<file path="src/urx_pkg.sv">
`default_nettype none
package urx_pkg;

  // ----------------------------------------------------------------
  // Register map (byte addresses on the APB side)
  // ----------------------------------------------------------------
  localparam logic [7:0] URX_ADDR_MODE_ONE = 8'h00;  // channel_a_mode_reg_one
  localparam logic [7:0] URX_ADDR_MODE_TWO = 8'h04;  // channel_a_mode_reg_two
  localparam logic [7:0] URX_ADDR_STATUS   = 8'h08;  // channel_a_status_reg
  localparam logic [7:0] URX_ADDR_COMMAND  = 8'h0C;  // channel_a_command_reg
  localparam logic [7:0] URX_ADDR_RX_BUF   = 8'h10;  // receive buffer
  localparam logic [7:0] URX_ADDR_OUT_CTRL = 8'h14;  // output line control

  // ----------------------------------------------------------------
  // Field positions
  // ----------------------------------------------------------------
  localparam int URX_ST_RDY  = 0;
  localparam int URX_ST_FULL = 1;
  localparam int URX_ST_OVR  = 4;
  localparam int URX_ST_PAR  = 5;
  localparam int URX_ST_FRM  = 6;
  localparam int URX_ST_BRK  = 7;
  localparam int URX_M1_FLOW    = 7;
  localparam int URX_M1_IRQ_SEL = 6;
  localparam int URX_M1_BLOCK   = 5;
  localparam int URX_M1_PAR_ODD = 2;
  localparam int URX_OC_RTS_ON  = 0;
  localparam int URX_OC_RTS_OFF = 1;

  // Parity field (mode one bits 4:3)
  localparam logic [1:0] URX_PAR_WITH  = 2'h0;
  localparam logic [1:0] URX_PAR_FORCE = 2'h1;
  localparam logic [1:0] URX_PAR_NONE  = 2'h2;
  localparam logic [1:0] URX_PAR_MDROP = 2'h3;

  // Command register fields
  localparam logic [1:0] URX_RX_ENABLE   = 2'h1;
  localparam logic [1:0] URX_RX_DISABLE  = 2'h2;
  localparam logic [3:0] URX_CMD_RST_RX  = 4'h2;
  localparam logic [3:0] URX_CMD_RST_ERR = 4'h4;

  // ----------------------------------------------------------------
  // Reset values, FIFO entry layout, timing
  // ----------------------------------------------------------------
  localparam logic [7:0] URX_MODE_ONE_RST = 8'h00;
  localparam logic [7:0] URX_MODE_TWO_RST = 8'h00;
  localparam int URX_ENT_W   = 11;
  localparam int URX_ENT_PAR = 8;
  localparam int URX_ENT_FRM = 9;
  localparam int URX_ENT_BRK = 10;
  localparam int URX_FIFO_DEPTH_DEF = 8;
  localparam int URX_BIT_CLKS_DEF   = 16;

  // Channel operating modes (mode two bits 7:6)
  typedef enum logic [1:0] {
    URX_NORMAL = 2'b00,
    URX_ECHO   = 2'b01,
    URX_LOCAL  = 2'b10,
    URX_REMOTE = 2'b11
  } urx_chan_mode_t;

  // Receive framing states
  typedef enum logic [2:0] {
    URX_IDLE  = 3'b000,
    URX_START = 3'b001,
    URX_DATA  = 3'b010,
    URX_PARB  = 3'b011,
    URX_STOP  = 3'b100,
    URX_BRKW  = 3'b101
  } urx_rx_state_t;

endpackage

`default_nettype wire

</file>
<file path="src/urx_fifo.sv">
`timescale 1ns/10ps
`default_nettype none

module urx_fifo #(
  parameter int WIDTH = 11,
  parameter int DEPTH = 8
) (
  // Clock and reset
  input  wire logic                     clk,
  input  wire logic                     rst_b,
  // Control
  input  wire logic                     push,
  input  wire logic                     pop,
  input  wire logic                     flush,
  input  wire logic [WIDTH-1:0]         din,
  // State
  output logic      [WIDTH-1:0]         dout,
  output logic                          full,
  output logic                          empty,
  output logic      [$clog2(DEPTH):0]   count
);

  localparam int AW = $clog2(DEPTH);

  logic [WIDTH-1:0] mem [DEPTH];
  logic [AW-1:0]    wr_ptr;
  logic [AW-1:0]    rd_ptr;

  // ----------------------------------------------------------------
  // Storage
  // ----------------------------------------------------------------
  // Push ignored when full; caller keeps the word in its holding stage
  always_ff @(posedge clk) begin
    if (push && !full) begin
      mem[wr_ptr] <= din;
    end
  end

  // Pointers and occupancy; flush wins over any traffic
  always_ff @(posedge clk or negedge rst_b) begin
    if (!rst_b) begin
      wr_ptr <= '0;
      rd_ptr <= '0;
      count  <= '0;
    end else if (flush) begin
      wr_ptr <= '0;
      rd_ptr <= '0;
      count  <= '0;
    end else begin
      if (push && !full) begin
        wr_ptr <= (wr_ptr == AW'(DEPTH - 1)) ? '0 : wr_ptr + 1'b1;
      end
      if (pop && !empty) begin
        rd_ptr <= (rd_ptr == AW'(DEPTH - 1)) ? '0 : rd_ptr + 1'b1;
      end
      count <= count + (AW+1)'(push && !full) - (AW+1)'(pop && !empty);
    end
  end

  assign dout  = mem[rd_ptr];
  assign full  = (count == (AW+1)'(DEPTH));
  assign empty = (count == '0);

endmodule // urx_fifo

`default_nettype wire

</file>
<file path="src/urx_top.sv">
`timescale 1ns/10ps
`default_nettype none

// Operation
// Ready flag shows FIFO holds data
// Buffer read returns and pops oldest entry
// Full flag when all slots occupied
// Mode one bit six picks interrupt source
// Entries carry parity, framing, break flags
// Character mode: flags from head entry
// Block mode: flags accumulate until reset-error
// Status read leaves FIFO untouched
// Full FIFO: character waits in holding stage
// New start drops waiting character, sets overrun
// Flow control negates RTS on full start
// Flow control reasserts RTS when slot frees
// Host asserts RTS manually first time
// Disabled receiver keeps FIFO, accepts nothing
// Disable discards partial and waiting characters
// Receiver reset flushes, clears flags, disables
// Mode two bits pick channel mode
// Echo retransmits line, blocks host writes
// Local loopback feeds transmitter to receiver
// Remote loopback echoes, blocks both host paths
// Mode one bits 4:3 eleven: multidrop
// Multidrop tag replaces parity, no checking
// Multidrop disabled: keep address characters only
// Overrun sticky until reset-error or reset
module urx_top
  import urx_pkg::*;
#(
  parameter int FIFO_DEPTH = URX_FIFO_DEPTH_DEF,
  parameter int BIT_CLKS   = URX_BIT_CLKS_DEF
) (
  // Clock and reset
  input  wire logic        clk,
  input  wire logic        rst_b,
  // APB slave
  input  wire logic [7:0]  paddr,
  input  wire logic        psel,
  input  wire logic        penable,
  input  wire logic        pwrite,
  input  wire logic [31:0] pwdata,
  output logic      [31:0] prdata,
  output logic             pready,
  output logic             pslverr,
  // Serial line
  input  wire logic        rxd,
  output logic             txd,
  // Transmitter side
  input  wire logic        tx_serial,
  output logic             tx_wr_block,
  // Flow control and request
  output logic             output_line_zero_b,
  output logic             rx_irq
);

  localparam int HALF_CLKS = BIT_CLKS / 2;
  localparam int CW        = $clog2(BIT_CLKS + 1);
  localparam int FCW       = $clog2(FIFO_DEPTH) + 1;

  // Address match shared by read mux and write strobes
  function automatic logic urx_hit(input logic [7:0] a, input logic [7:0] off);
    return (a[7:2] == off[7:2]);
  endfunction

  logic [7:0]          mode_one;
  logic [7:0]          mode_two;
  logic                rx_en;
  logic                ovr;
  logic [2:0]          blk_err;
  urx_chan_mode_t      chan_mode;
  urx_rx_state_t       state;
  logic [CW-1:0]       cnt;
  logic [2:0]          idx;
  logic [7:0]          shreg;
  logic                tag;
  logic                rx_prev;
  logic                rx_line;
  logic                char_done;
  logic [URX_ENT_W-1:0] char_word;
  logic                char_keep;
  logic                hold_valid;
  logic [URX_ENT_W-1:0] hold_word;
  logic                start_ok;
  logic                push;
  logic                pop;
  logic                fifo_full;
  logic                fifo_empty;
  logic [URX_ENT_W-1:0] head;
  logic [FCW-1:0]      fifo_count;
  logic [7:0]          st_word;
  logic                acc;
  logic                acc_wr;
  logic                acc_rd;
  logic                cmd_wr;
  logic                rst_rx_cmd;
  logic                rst_err_cmd;
  logic                dis_cmd;
  logic                oc_wr;
  logic                mapped;
  logic                multidrop;
  logic                par_bit_en;
  logic                flow;
  logic                stop_sample;
  logic                brk_now;
  logic                par_err_now;

  // ----------------------------------------------------------------
  // APB decode
  // ----------------------------------------------------------------
  assign acc    = psel && penable && pready;
  assign acc_wr = acc && pwrite;
  assign acc_rd = acc && !pwrite;
  assign mapped = urx_hit(paddr, URX_ADDR_MODE_ONE) || urx_hit(paddr, URX_ADDR_MODE_TWO) ||
                  urx_hit(paddr, URX_ADDR_STATUS) || urx_hit(paddr, URX_ADDR_COMMAND) ||
                  urx_hit(paddr, URX_ADDR_RX_BUF) || urx_hit(paddr, URX_ADDR_OUT_CTRL);
  assign cmd_wr      = acc_wr && urx_hit(paddr, URX_ADDR_COMMAND);
  assign rst_rx_cmd  = cmd_wr && (pwdata[7:4] == URX_CMD_RST_RX);
  assign rst_err_cmd = cmd_wr && (pwdata[7:4] == URX_CMD_RST_ERR);
  assign dis_cmd     = cmd_wr && (pwdata[1:0] == URX_RX_DISABLE);
  assign oc_wr       = acc_wr && urx_hit(paddr, URX_ADDR_OUT_CTRL);
  // Only a buffer read with data waiting pops an entry
  assign pop = acc_rd && urx_hit(paddr, URX_ADDR_RX_BUF) && !fifo_empty;

  // Zero-wait slave: pready rises for the access phase only
  always_ff @(posedge clk or negedge rst_b) begin
    if (!rst_b) begin
      pready  <= 1'b0;
      pslverr <= 1'b0;
      prdata  <= '0;
    end else begin
      pready  <= psel && !penable;
      pslverr <= psel && !penable && !mapped;
      if (psel && !penable && !pwrite) begin
        prdata <= '0;
        if (urx_hit(paddr, URX_ADDR_MODE_ONE)) prdata[7:0] <= mode_one;
        if (urx_hit(paddr, URX_ADDR_MODE_TWO)) prdata[7:0] <= mode_two;
        if (urx_hit(paddr, URX_ADDR_STATUS))   prdata[7:0] <= st_word;
        if (urx_hit(paddr, URX_ADDR_RX_BUF) && !fifo_empty) begin
          prdata[7:0] <= head[7:0];
        end
      end
    end
  end

  // Mode registers
  always_ff @(posedge clk or negedge rst_b) begin
    if (!rst_b) begin
      mode_one <= URX_MODE_ONE_RST;
      mode_two <= URX_MODE_TWO_RST;
    end else begin
      if (acc_wr && urx_hit(paddr, URX_ADDR_MODE_ONE)) mode_one <= pwdata[7:0];
      if (acc_wr && urx_hit(paddr, URX_ADDR_MODE_TWO)) mode_two <= pwdata[7:0];
    end
  end

  assign chan_mode  = urx_chan_mode_t'(mode_two[7:6]);
  assign multidrop  = (mode_one[4:3] == URX_PAR_MDROP);
  assign par_bit_en = (mode_one[4:3] != URX_PAR_NONE);
  assign flow       = mode_one[URX_M1_FLOW];

  // Receiver enable; reset command leaves it off
  always_ff @(posedge clk or negedge rst_b) begin
    if (!rst_b) begin
      rx_en <= 1'b0;
    end else if (rst_rx_cmd || dis_cmd) begin
      rx_en <= 1'b0;
    end else if (cmd_wr && pwdata[1:0] == URX_RX_ENABLE) begin
      rx_en <= 1'b1;
    end
  end

  // ----------------------------------------------------------------
  // Serial framing
  // ----------------------------------------------------------------
  assign rx_line     = (chan_mode == URX_LOCAL) ? tx_serial : rxd;
  assign start_ok    = (state == URX_START) && (cnt == CW'(HALF_CLKS - 1)) && !rx_line;
  assign stop_sample = (state == URX_STOP) && (cnt == CW'(BIT_CLKS - 1));
  assign brk_now     = !rx_line && (shreg == 8'h00) && !(par_bit_en && tag);
  // Multidrop carries the tag in place of a parity result
  assign par_err_now = multidrop ? tag :
                       (mode_one[4:3] == URX_PAR_WITH) ?
                         ((^shreg) ^ tag ^ mode_one[URX_M1_PAR_ODD]) :
                       (mode_one[4:3] == URX_PAR_FORCE) ?
                         (tag != mode_one[URX_M1_PAR_ODD]) : 1'b0;

  // Framing machine; multidrop keeps listening while disabled
  always_ff @(posedge clk or negedge rst_b) begin
    if (!rst_b) begin
      state   <= URX_IDLE;
      cnt     <= '0;
      idx     <= '0;
      shreg   <= '0;
      tag     <= 1'b0;
      rx_prev <= 1'b1;
    end else if (rst_rx_cmd || (dis_cmd && !multidrop)) begin
      state   <= URX_IDLE;
      cnt     <= '0;
      rx_prev <= 1'b1;
    end else begin
      rx_prev <= rx_line;
      unique case (state)
        URX_IDLE: begin
          cnt <= '0;
          if ((rx_en || multidrop) && rx_prev && !rx_line) state <= URX_START;
        end
        URX_START: begin
          cnt <= cnt + 1'b1;
          if (cnt == CW'(HALF_CLKS - 1)) begin
            cnt   <= '0;
            idx   <= '0;
            shreg <= '0;
            tag   <= 1'b0;
            state <= rx_line ? URX_IDLE : URX_DATA;
          end
        end
        URX_DATA: begin
          cnt <= cnt + 1'b1;
          if (cnt == CW'(BIT_CLKS - 1)) begin
            cnt        <= '0;
            shreg[idx] <= rx_line;
            idx        <= idx + 1'b1;
            if (idx == {1'b1, mode_one[1:0]}) state <= par_bit_en ? URX_PARB : URX_STOP;
          end
        end
        URX_PARB: begin
          cnt <= cnt + 1'b1;
          if (cnt == CW'(BIT_CLKS - 1)) begin
            cnt   <= '0;
            tag   <= rx_line;
            state <= URX_STOP;
          end
        end
        URX_STOP: begin
          cnt <= cnt + 1'b1;
          if (stop_sample) begin
            cnt   <= '0;
            state <= rx_line ? URX_IDLE : (brk_now ? URX_BRKW : URX_START);
          end
        end
        URX_BRKW: begin
          // Line must stay high half a bit before hunting again
          cnt <= rx_line ? cnt + 1'b1 : '0;
          if (rx_line && cnt == CW'(HALF_CLKS - 1)) state <= URX_IDLE;
        end
        default: state <= URX_IDLE;
      endcase
    end
  end

  // Completed character with its per-entry flags
  always_ff @(posedge clk or negedge rst_b) begin
    if (!rst_b) begin
      char_done <= 1'b0;
      char_word <= '0;
      char_keep <= 1'b0;
    end else begin
      char_done <= stop_sample && !rst_rx_cmd;
      char_word <= {brk_now, !rx_line && !brk_now, par_err_now, shreg};
      // Remote loopback keeps nothing for the host
      char_keep <= (chan_mode != URX_REMOTE) && (rx_en || (multidrop && tag));
    end
  end

  // ----------------------------------------------------------------
  // Holding stage and FIFO
  // ----------------------------------------------------------------
  assign push = hold_valid && !fifo_full;

  always_ff @(posedge clk or negedge rst_b) begin
    if (!rst_b) begin
      hold_valid <= 1'b0;
      hold_word  <= '0;
    end else if (rst_rx_cmd || dis_cmd) begin
      hold_valid <= 1'b0;
    end else if (char_done && char_keep) begin
      hold_valid <= 1'b1;
      hold_word  <= char_word;
    end else if (start_ok && hold_valid) begin
      hold_valid <= 1'b0;
    end else if (push) begin
      hold_valid <= 1'b0;
    end
  end

  urx_fifo #(
    .WIDTH (URX_ENT_W),
    .DEPTH (FIFO_DEPTH)
  ) u_fifo (
    .clk   (clk),
    .rst_b (rst_b),
    .push  (push),
    .pop   (pop),
    .flush (rst_rx_cmd),
    .din   (hold_word),
    .dout  (head),
    .full  (fifo_full),
    .empty (fifo_empty),
    .count (fifo_count)
  );

  // ----------------------------------------------------------------
  // Error reporting
  // ----------------------------------------------------------------
  // Sticky flags: a new event beats a clear in the same cycle
  always_ff @(posedge clk or negedge rst_b) begin
    if (!rst_b) begin
      ovr     <= 1'b0;
      blk_err <= '0;
    end else begin
      ovr <= ((rst_err_cmd || rst_rx_cmd) ? 1'b0 : ovr) ||
             (start_ok && hold_valid && fifo_full);
      blk_err <= ((rst_err_cmd || rst_rx_cmd) ? 3'h0 : blk_err) |
                 (push ? hold_word[URX_ENT_BRK:URX_ENT_PAR] : 3'h0);
    end
  end

  // Status word; only the buffer read pops
  always_comb begin
    st_word              = '0;
    st_word[URX_ST_RDY]  = !fifo_empty;
    st_word[URX_ST_FULL] = fifo_full;
    st_word[URX_ST_OVR]  = ovr;
    if (mode_one[URX_M1_BLOCK]) begin
      st_word[URX_ST_BRK:URX_ST_PAR] = blk_err;
    end else if (!fifo_empty) begin
      st_word[URX_ST_BRK:URX_ST_PAR] = head[URX_ENT_BRK:URX_ENT_PAR];
    end
  end

  // ----------------------------------------------------------------
  // Output lines
  // ----------------------------------------------------------------
  // Request line follows the selected FIFO condition
  always_ff @(posedge clk or negedge rst_b) begin
    if (!rst_b) begin
      rx_irq <= 1'b0;
    end else begin
      rx_irq <= rst_rx_cmd ? 1'b0 :
                (mode_one[URX_M1_IRQ_SEL] ? fifo_full : !fifo_empty);
    end
  end

  // RTS: host sets it once, then the receiver steers it
  always_ff @(posedge clk or negedge rst_b) begin
    if (!rst_b) begin
      output_line_zero_b <= 1'b1;
    end else if (rst_rx_cmd) begin
      output_line_zero_b <= 1'b1;
    end else if (oc_wr && pwdata[URX_OC_RTS_ON]) begin
      output_line_zero_b <= 1'b0;
    end else if (oc_wr && pwdata[URX_OC_RTS_OFF]) begin
      output_line_zero_b <= 1'b1;
    end else if (flow && pop) begin
      output_line_zero_b <= 1'b0;
    end else if (flow && start_ok && fifo_full) begin
      output_line_zero_b <= 1'b1;
    end
  end

  // Line and transmitter gating by channel mode
  always_ff @(posedge clk or negedge rst_b) begin
    if (!rst_b) begin
      txd         <= 1'b1;
      tx_wr_block <= 1'b0;
    end else begin
      unique case (chan_mode)
        URX_NORMAL: txd <= tx_serial;
        URX_ECHO:   txd <= rxd;
        URX_LOCAL:  txd <= 1'b1;
        URX_REMOTE: txd <= rxd;
      endcase
      tx_wr_block <= (chan_mode == URX_ECHO) || (chan_mode == URX_REMOTE);
    end
  end

  // ----------------------------------------------------------------
  // Assertions
  // ----------------------------------------------------------------
  property p_rdy;
    @(posedge clk) disable iff (!rst_b) push && !rst_rx_cmd |=> st_word[URX_ST_RDY];
  endproperty
  a_rdy: assert property (p_rdy) else $error("ready flag missing after push");

  property p_pop;
    @(posedge clk) disable iff (!rst_b)
      pop && fifo_count == FCW'(1) && !push |=> fifo_empty;
  endproperty
  a_pop: assert property (p_pop) else $error("last entry not removed by read");

  property p_full;
    @(posedge clk) disable iff (!rst_b)
      st_word[URX_ST_FULL] == (fifo_count == FCW'(FIFO_DEPTH));
  endproperty
  a_full: assert property (p_full) else $error("full flag wrong");

  property p_irq;
    @(posedge clk) disable iff (!rst_b)
      !rst_rx_cmd |=> rx_irq == $past(mode_one[URX_M1_IRQ_SEL] ? fifo_full : !fifo_empty);
  endproperty
  a_irq: assert property (p_irq) else $error("interrupt source wrong");

  property p_ovr;
    @(posedge clk) disable iff (!rst_b)
      start_ok && hold_valid && fifo_full && !rst_rx_cmd && !dis_cmd |=> ovr && !hold_valid ##1 ovr;
  endproperty
  a_ovr: assert property (p_ovr) else $error("overrun not flagged");

  property p_hold;
    @(posedge clk) disable iff (!rst_b)
      hold_valid && fifo_full && !pop && !start_ok && !rst_rx_cmd && !dis_cmd |=> hold_valid;
  endproperty
  a_hold: assert property (p_hold) else $error("waiting character lost");

  property p_rts_neg;
    @(posedge clk) disable iff (!rst_b)
      flow && start_ok && fifo_full && !pop && !oc_wr && !rst_rx_cmd |=> output_line_zero_b;
  endproperty
  a_rts_neg: assert property (p_rts_neg) else $error("RTS not negated");

  property p_rts_re;
    @(posedge clk) disable iff (!rst_b)
      flow && pop && !oc_wr && !rst_rx_cmd |=> !output_line_zero_b;
  endproperty
  a_rts_re: assert property (p_rts_re) else $error("RTS not reasserted");

  property p_local;
    @(posedge clk) disable iff (!rst_b) chan_mode == URX_LOCAL |=> txd;
  endproperty
  a_local: assert property (p_local) else $error("pin not at mark");

  property p_rx_rst;
    @(posedge clk) disable iff (!rst_b)
      rst_rx_cmd |=> fifo_empty && !ovr && !rx_en && !hold_valid && output_line_zero_b;
  endproperty
  a_rx_rst: assert property (p_rx_rst) else $error("receiver reset incomplete");

  c_overrun: cover property (@(posedge clk) disable iff (!rst_b) start_ok && hold_valid);
  c_fill:    cover property (@(posedge clk) disable iff (!rst_b) fifo_full ##1 pop);
  c_break:   cover property (@(posedge clk) disable iff (!rst_b) push && hold_word[URX_ENT_BRK]);

endmodule // urx_top

`default_nettype wire

</file>
<file path="config.mk">
export PLATFORM = sky130hd
export DESIGN_NAME = urx_top
export DESIGN_NICKNAME = d
export VERILOG_FILES = /design/src/urx_pkg.sv /design/src/urx_fifo.sv /design/src/urx_top.sv
export SDC_FILE = /design/constraint.sdc
export NUM_CORES = 1
export LEC_CHECK = 0
export ABC_AREA = 1
export BUFFER_PORTS_ARGS = -buffer_cell sky130_fd_sc_hd__clkbuf_2
export CORE_AREA = 8 8 150 152
export CTS_CLUSTER_DIAMETER = 150
export DETAILED_ROUTE_END_ITERATION = 12
export DIE_AREA = 0 0 158 160
export GPL_ROUTABILITY_DRIVEN = 0
export PLACE_DENSITY_LB_ADDON = 0.1
export SYNTH_ARGS = -nofsm -noshare
export SYNTH_HDL_FRONTEND = slang
export SYNTH_SLANG_ARGS = --single-unit
</file>
<file path="constraint.sdc">
create_clock -name clk -period 2.75 [get_ports clk]
set_clock_uncertainty 0.15 [all_clocks]
set_input_delay 0.55 -clock clk [delete_from_list [all_inputs] [get_ports clk]]
set_output_delay 0.55 -clock clk [all_outputs]
set_load 0.02 [all_outputs]
</file>
==> metrics, run 1 <==
Seq pwr share=0.452; Logic pwr share=0.157; CTS sink cnt=between 150 and 200; Max Slew Vio Count=0; Crit. Startpoint=u_fifo.count[2]; # port buffers=34; Max Cap Violations=0; Worst Max-Slew Pin Slew=701 ps; Detailed Route Iter0 Violations=416; final hold viol count=0; ratio of cells with drive above 1 in the final layout=0.130; R2R Path End=u_fifo.count[2]; register area=just under 5000 µm²; Sw Ratio=0.279; DR vias=between 6,000 and 7,000; Most used DFF post-synth=edfxtp_1; most frequent cell after synthesis=nand2_1; Tot Pwr=roughly 6.6 mW; Worst R2R Start=u_fifo.count[2]; hold_ws=approximately 160 ps; drt pass-1 iters=5; dpl ws=around 85 ps; Worst Path Arrival=between 2000 and 3000 ps; Final Setup Violations=0; RSZ-0062 raised after global routing=false; Leak=between 4 and 5 nW; initial antenna violation count=0; IR drop worst, VDD=a little over 0.5 mV; final worst path period share=0.918; Crit. End Element=flop; Routed WL=approximately 20 mm; DR WL/cell=between 15 and 20 µm; Startpoint Class=flop; CTS clock-pin slew for the worst setup and hold paths=around 70 ps; status=completed; DIE WIDTH=about 160 µm; CP required=just under 3000 ps; CTS tree=built; H-tree depth=4; Die ar.=between 20,000 and 30,000 µm²; dpl cells=approximately 1,300; Final ANT Viol Nets=0; post-synthesis cell count=a little under 1,000; synth warn=0; Diodes inserted=0; Die Y=approximately 160 µm; final-layout fill cell count=just under 2,000; number of flops mapped to enable cells by yosys=a little under 90; core area=about 20,000 µm²; clk buf depth=2; Worst path max stage delay=slightly below 400 ps; commonest cells in the netlist=nand2_1, nand3_1, inv_1; Post-route DRC=0; most frequent CP cell=inv_1; Net Switching=around 1.9 mW; DR vias/cell=a little under 5; Root Driver=clkbuf_16; f_max=between 300 and 400 MHz; insertion delay to the later sink of the worst-skew pair=between 400 and 500 ps; Post-DP Area=slightly above 9000 µm²; Synth area leaders=edfxtp_1, dfrtp_1, nand2_1; Design Area, Final=~9900 µm²; Yosys cell types=46; fin crit period=2520 ps; TritonCTS Buffers=17; Detail Placement HPWL=between 10 and 15 mm; cell area after synthesis=slightly below 9000 µm²; Site Rows=52; Layout area overhead=11.8%; crit path max-delay cell type=fa_1; largest net degree at the start of global routing=48; Fin Setup TNS=0 ps; Post-CTS Setup Bufs=0; Seq/Total Area, Yosys=0.558; post-synthesis async set-or-reset flop share=0.508; type of the tightest min-delay check=in -> reg; Mean Syn Cell Area=a little over 9 µm²; peak fanout along the critical path=7; clock share of power=0.391; Rel. slew slack=0.532; Initial Utilization=0.441; Worst R2R Setup Slack=~230 ps; grt ovf=0; io pins=85; crit-path cells=inv_1 > ha_1 > nor3b_4 > inv_1 > nand2_1 > inv_2 > buf_4 > ha_1 > fa_1 > xor2_1 > nand2_1 > inv_1; CP endpoint=u_fifo.count[2]; Final Util=0.493; first-pass GRT wire length=between 30 and 40 mm; top-area cell type share of the netlist area=0.299; Total Routing Usage GR=0.165; post-route worst setup slack=between 200 and 250 ps; Cell Pwr Density=673 nW/µm²; number of synthesized register bits=between 150 and 200; vias in the first global route=a little under 6,000; final non-filler cell total=1,289; Reg2Reg Depth=12; nets@finish=approximately 1,100; area leader, netlist=edfxtp_1; Pint=around 4.8 mW; area of the multi-input gates=about 3200 µm²; kind of critical path=reg -> reg
==> worst max-delay path: cells and delay by family (launching register included) <==
kind                     cells  cell delay [ps]
adder cells (fa/ha/maj)      3              780
XOR/XNOR                     1              170
buffers and inverters        5              500
flip-flops                   1              360
AND/OR/NAND/NOR              3              460
==> area by class of cell <==
cell class,instances,area share
sequential,179,0.499
multi-input combinational,630,0.322
inverter,125,0.0480
clock buffer,18,0.0435
tap,270,0.0342
timing repair buffer,53,0.0335
clock inverter,14,0.0202
==> power groups by stage <==
| stage | combinational, mW | sequential [mW] | clock, mW |
|---|---|---|---|
| 2_1_floorplan | 0.915 | 3.02 | 0 |
| 3_3_place_gp | 1.04 | 3.06 | 0 |
| 3_5_place_dp | 1.05 | 3.06 | 0 |
| 4_1_cts | 1.06 | 3.01 | 2.65 |
| 5_1_grt | 1.21 | 3.03 | 2.77 |
| 6_report | 1.04 | 3.01 | 2.60 |
==> state kept, by name, indices dropped and copies added (netlist names), 4 cells and up <==
signal	flops
char_word	11
cnt	5
hold_word	11
mode_one	8
mode_two	8
prdata	8
shreg	8
u_fifo.count	4
u_fifo.mem	88
==> cells by family (layout without fill, tap and decap cells) <==
| family | Yosys count | count (layout) | share of synthesized area |
|---|---|---|---|
| compound gates | 93 | 93 | 0.0631 |
| xor+xnor | 9 | 9 | 0.00893 |
| fa+ha+maj | 19 | 19 | 0.0278 |
| buf+inv | 182 | 210 | 0.0939 |
| flops | 179 | 179 | 0.558 |
| other cells | 1 | 24 | 0.000425 |
| simple gates | 485 | 485 | 0.248 |
==> per-layer routing <==
| metal | wire, µm | up-vias | part of all wire | global-route usage |
|---|---|---|---|---|
| li1 | - | 3182 | - | - |
| met4 | 261 | 0 | 0.013 | 0.0459 |
| met3 | 813 | 19 | 0.041 | 0.0332 |
| met2 | 9590 | 95 | 0.48 | 0.268 |
| met1 | 9240 | 2930 | 0.46 | 0.220 |
| met5 | 0 | - | 0 | 0 |
==> cell usage in the layout (no fill, tap or decap), drive strengths merged, types with 13 or more instances in the layout <==
cell,instances
buf,19
nand2,262
o211ai,13
ha,18
nand3,117
dfrtp,88
inv,129
conb,24
clkbuf,51
nor2,77
edfxtp,88
o21ai,55
==> worst min path at each step <==
stage               startpoint      endpoint  cells after the start
finish                     rxd           txd                      3
global route           penable        pready                      2
CTS                        rxd           txd                      3
detailed placement    shreg[4]  char_word[4]                      0
global placement      shreg[4]  char_word[4]                      0
floorplan                rst_b    blk_err[0]                      0
==> repair_timing <==
action	4_1_cts	5_1_grt
resized for setup	0	4
hold endpoints to repair	31	0
hold buffers	1	0
setup endpoints to repair	0	30
(Power assumes the default switching activity.)
==> run 2: changes to the inputs <==
- CORE_AREA: 8 8 150 152 -> 2 2 144 146
- DIE_AREA: 0 0 158 160 -> 0 0 146 148
- PLACE_DENSITY_LB_ADDON: 0.1 -> default
- REMOVE_ABC_BUFFERS: default -> 1
==> metrics, run 2 (same netlist as run 1, synthesis figures left out) <==
# port buffers=34; vias in the first global route=6,026; commonest cells after routing, fill and taps aside=nand2_1, nand3_1, inv_1; first-pass GRT wire length=roughly 31 mm; TritonCTS Buffers=17; drt pass-1 iters=5; status=completed; min-delay src=rxd; Final ANT Viol Nets=0; DIE WIDTH=approximately 150 µm; DR vias=between 6,000 and 7,000; CTS tree=built; Final Setup Violations=0; Max Slew Vio Count=0; final non-filler cell total=about 1,300; Top reg by flops=u_fifo.mem; kind of critical path=reg -> reg; core area=around 20,000 µm²; final hold viol count=0; Tot Pwr=6.47 mW; Fin Setup TNS=0 ps; Initial Utilization=0.441; type of the tightest min-delay check=in -> reg; Design Area, Final=9820 µm²; peak fanout along the critical path=11; Diodes inserted=0; Die ar.=approximately 22,000 µm²; final-layout fill cell count=between 1,500 and 2,000; initial antenna violation count=0; Final Util=0.490; Max Cap Violations=0; Layout area overhead=11.2%; grt ovf=0; largest net degree at the start of global routing=48; fin crit period=between 2000 and 3000 ps; io pins=85; Startpoint Class=flop; CTS clock-pin slew for the worst setup and hold paths=70 ps; final worst path period share=0.950; Total Routing Usage GR=0.188; Detail Placement HPWL=about 13 mm; DR vias/cell=4.94; Root Driver=clkbuf_16; most common cell after layout, fill and taps aside=nand2_1; Largest regs=u_fifo.mem x88, char_word x11, hold_word x11; Rel. slew slack=0.240; clk buf depth=2; RSZ-0062 raised after global routing=false; max reg flops=88; IR drop worst, VDD=roughly 0.53 mV; Routed WL=19.4 mm; Post-route DRC=0; DR WL/cell=about 15 µm; Crit. Startpoint=u_fifo.count[2]; Worst Max-Slew Pin Slew=between 1000 and 1500 ps; f_max=383 MHz; H-tree depth=4; Cell Pwr Density=659 nW/µm²; ratio of cells with drive above 1 in the final layout=0.131; dpl cells=1,256; Worst R2R Start=u_fifo.count[2]; Worst Path Arrival=about 2500 ps; CP required=between 2000 and 3000 ps; Site Rows=52; Post-DP Area=a little over 9000 µm²; nets@finish=about 1,100; insertion delay to the later sink of the worst-skew pair=430 ps; Detailed Route Iter0 Violations=approximately 430; Crit. End Element=flop; Die Y=roughly 150 µm; Leak=4.61 nW; CTS sink cnt=179
==> run 2: cell count changes in the layout (fill, tap and decap cells not counted), sizes merged <==
| cell | delta |
|---|---|
| clkinv | +2 |
| clkinvlp | -2 |
| inv | +1 |
| clkbuf | +3 |
| bufinv | -4 |
==> run 2: worst paths after layout <==
kind                                      endpoint  slack, ps  depth (start not counted)
worst max-delay path              u_fifo.mem[0][5]        140                          8
worst min-delay path                           txd        160                          3
worst max register to register    u_fifo.mem[0][5]        140                          8
worst min register to register        char_word[0]        260                          0
max in group asynchronous       output_line_zero_b       1280                          3
min in group asynchronous                   cnt[3]        450                          2
==> run 2: stage by stage <==
step | hold slack [ps] | setup slack [ps]
CTS | 151 | 78.9
floorplan | 104 | 370
finish | 163 | 137
detailed placement | 238 | 108
global route | 167 | 26.2
global placement | 242 | 162
==> run 2: where the power goes <==
| part | leakage, nW | internal (mW) | switching, mW |
|---|---|---|---|
| registers | 2.00 | 2.90 | 0.111 |
| clock network | 0.299 | 1.34 | 1.07 |
| logic | 2.31 | 0.357 | 0.699 |
==> run 2: what timing repair did <==
item                       CTS  global route
setup endpoints to repair    0            21
hold buffers                 1             0
resized for setup            0             3
buffers inserted             0             0
hold endpoints to repair    29             0
==> run 2: final cells by class <==
cell class	instances	area [µm²]	share of cell area
Timing Repair Buffer	53	318	0.0324
Tap cell	270	338	0.0344
Sequential cell	179	4920	0.501
Multi-Input combinational cell	630	3170	0.323
Clock inverter	11	86.3	0.00879
Inverter	125	474	0.0483
Clock buffer	21	505	0.0515
==> run 2: critical path, stage by stage (launching register included) <==
cell     delay, ps
dfrtp_1        330
inv_1           60
ha_1           210
nor3b_4        170
inv_1          100
nand2_1        100
inv_2          110
nand2_1        110
nor2_1         870
==> run 2: layer usage <==
metal | wire (µm) | vias to the layer above | GRT usage | part of all wire
met3 | 614 | 18 | 0.0349 | 0.032
met1 | 9050 | 3052 | 0.255 | 0.47
met5 | 0 | - | 0 | 0
li1 | - | 3188 | - | -
met4 | 277 | 0 | 0.0587 | 0.014
met2 | 9440 | 113 | 0.309 | 0.49
==> run 3: changes to the inputs <==
- CORE_AREA: 2 2 144 146 -> 2 2 151 138
- DIE_AREA: 0 0 146 148 -> 0 0 153 140
==> metrics, run 3 (same netlist as run 1, synthesis figures left out) <==
uppermost layer routed=met4; type of the tightest min-delay check=in -> reg; Total Routing Usage GR=0.186; Final Setup Violations=0; Initial Utilization=0.446; Layout area overhead=11.9%; Site Rows=49; DIE WIDTH=between 150 and 200 µm; final worst path period share=0.926; Top reg by flops=u_fifo.mem; initial antenna violation count=0; DR vias=between 6,000 and 7,000; Worst Max-Slew Pin Slew=1030 ps; Post-DP Area=between 9000 and 10,000 µm²; # port buffers=34; Die Y=approximately 140 µm; CP required=slightly below 3000 ps; R2R Path End=u_fifo.count[2]; Tot Pwr=between 6 and 7 mW; status=completed; clk buf depth=2; Max Cap Violations=0; Rel. slew slack=0.311; CTS clock-pin slew for the worst setup and hold paths=~70 ps; Die ar.=around 21,000 µm²; kind of critical path=reg -> reg; Leak=between 4 and 5 nW; RSZ-0062 raised after global routing=false; f_max=393 MHz; final hold viol count=0; final-layout fill cell count=about 1,800; Largest regs=u_fifo.mem x88, char_word x11, hold_word x11; Final ANT Viol Nets=0; CP endpoint=u_fifo.count[2]; vias in the first global route=between 5,000 and 6,000; core area=about 20,000 µm²; most common cell after layout, fill and taps aside=nand2_1; largest net degree at the start of global routing=45; CTS tree=built; Startpoint Class=flop; Crit. End Element=flop; max reg flops=between 80 and 90; H-tree depth=4; fin crit period=about 2500 ps; CTS sink cnt=about 180; DR vias/cell=around 4.9; Reg2Reg Depth=12; Crit. Startpoint=u_fifo.count[2]; Root Driver=clkbuf_16; Fin Setup TNS=0 ps; DR WL met3=between 600 and 700 µm; Final Util=0.499; Max Slew Vio Count=0; nets@finish=roughly 1,100; wire length on met2=9.22 mm; ratio of cells with drive above 1 in the final layout=0.134; Worst Path Arrival=between 2000 and 3000 ps; Design Area, Final=9880 µm²; Detail Placement HPWL=13.3 mm; Worst R2R Start=u_fifo.count[2]; M1 wire length=9.09 mm; register area=between 4000 and 5000 µm²; TritonCTS Buffers=17; Detailed Route Iter0 Violations=just under 400; drt pass-1 iters=5; insertion delay to the later sink of the worst-skew pair=430 ps; Diodes inserted=0; IR drop worst, VDD=about 0.50 mV; first-pass GRT wire length=roughly 31 mm; Routed WL=approximately 19 mm; grt ovf=0; Worst R2R Setup Slack=between 200 and 250 ps; area of the multi-input gates=approximately 3200 µm²; io pins=85; Cell Pwr Density=661 nW/µm²; DR WL/cell=about 15 µm; peak fanout along the critical path=9; Post-route DRC=0; commonest cells after routing, fill and taps aside=nand2_1, inv_1, nand3_1
## run 3: layout make-up
cell class / count / share of cell area
Clock inverter: 14 / 0.0181
Sequential cell: 179 / 0.498
Timing Repair Buffer: 59 / 0.0392
Clock buffer: 18 / 0.0434
Inverter: 125 / 0.0480
Multi-Input combinational cell: 630 / 0.321
Tap cell: 255 / 0.0323
## run 3: where the power goes
| group | total (mW) | switching [mW] | internal [mW] |
|---|---|---|---|
| clock network | 2.49 | 1.05 | 1.45 |
| registers | 3.01 | 0.113 | 2.90 |
| logic | 1.03 | 0.677 | 0.357 |
## run 3: how the worst min path moves through the flow
stage | start | end | depth (start not counted)
floorplan | rst_b | blk_err[0] | 0
global placement | shreg[4] | char_word[4] | 0
detailed placement | shreg[1] | char_word[1] | 0
CTS | rxd | txd | 3
global route | penable | pready | 2
finish | rxd | txd | 3
## run 3: layer usage
layer | global-route usage | vias to the layer above
met5 | 0 | -
met4 | 0.0443 | 0
met3 | 0.0347 | 9
met2 | 0.304 | 117
met1 | 0.260 | 3004
li1 | - | 3189
## run 3: per-stage QoR
stage | instances | hold slack (ps) | setup WS, ps
2_1_floorplan | 934 | 104 | 370
6_report | 1280 | 175 | 202
3_3_place_gp | 1247 | 245 | 179
5_1_grt | 1280 | 187 | 21.4
4_1_cts | 1280 | 156 | 60.7
3_5_place_dp | 1247 | 246 | 104
## run 3: repair_timing
action                                  CTS  global route
endpoints found under the setup margin    0             5
buffers inserted                          0             0
hold endpoints to repair                 10             0
resized for setup                         0             2
hold buffers                              1             0
## run 3: critical path, stage by stage, from the launching register on
cell and delay, ps:
dfrtp_1 370, inv_1 90, ha_1 150, nor3b_2 370, inv_1 100, nand2_1 120
inv_2 40, buf_4 160, ha_1 230, fa_1 380, xor2_1 170, nand2_1 60
inv_1 40
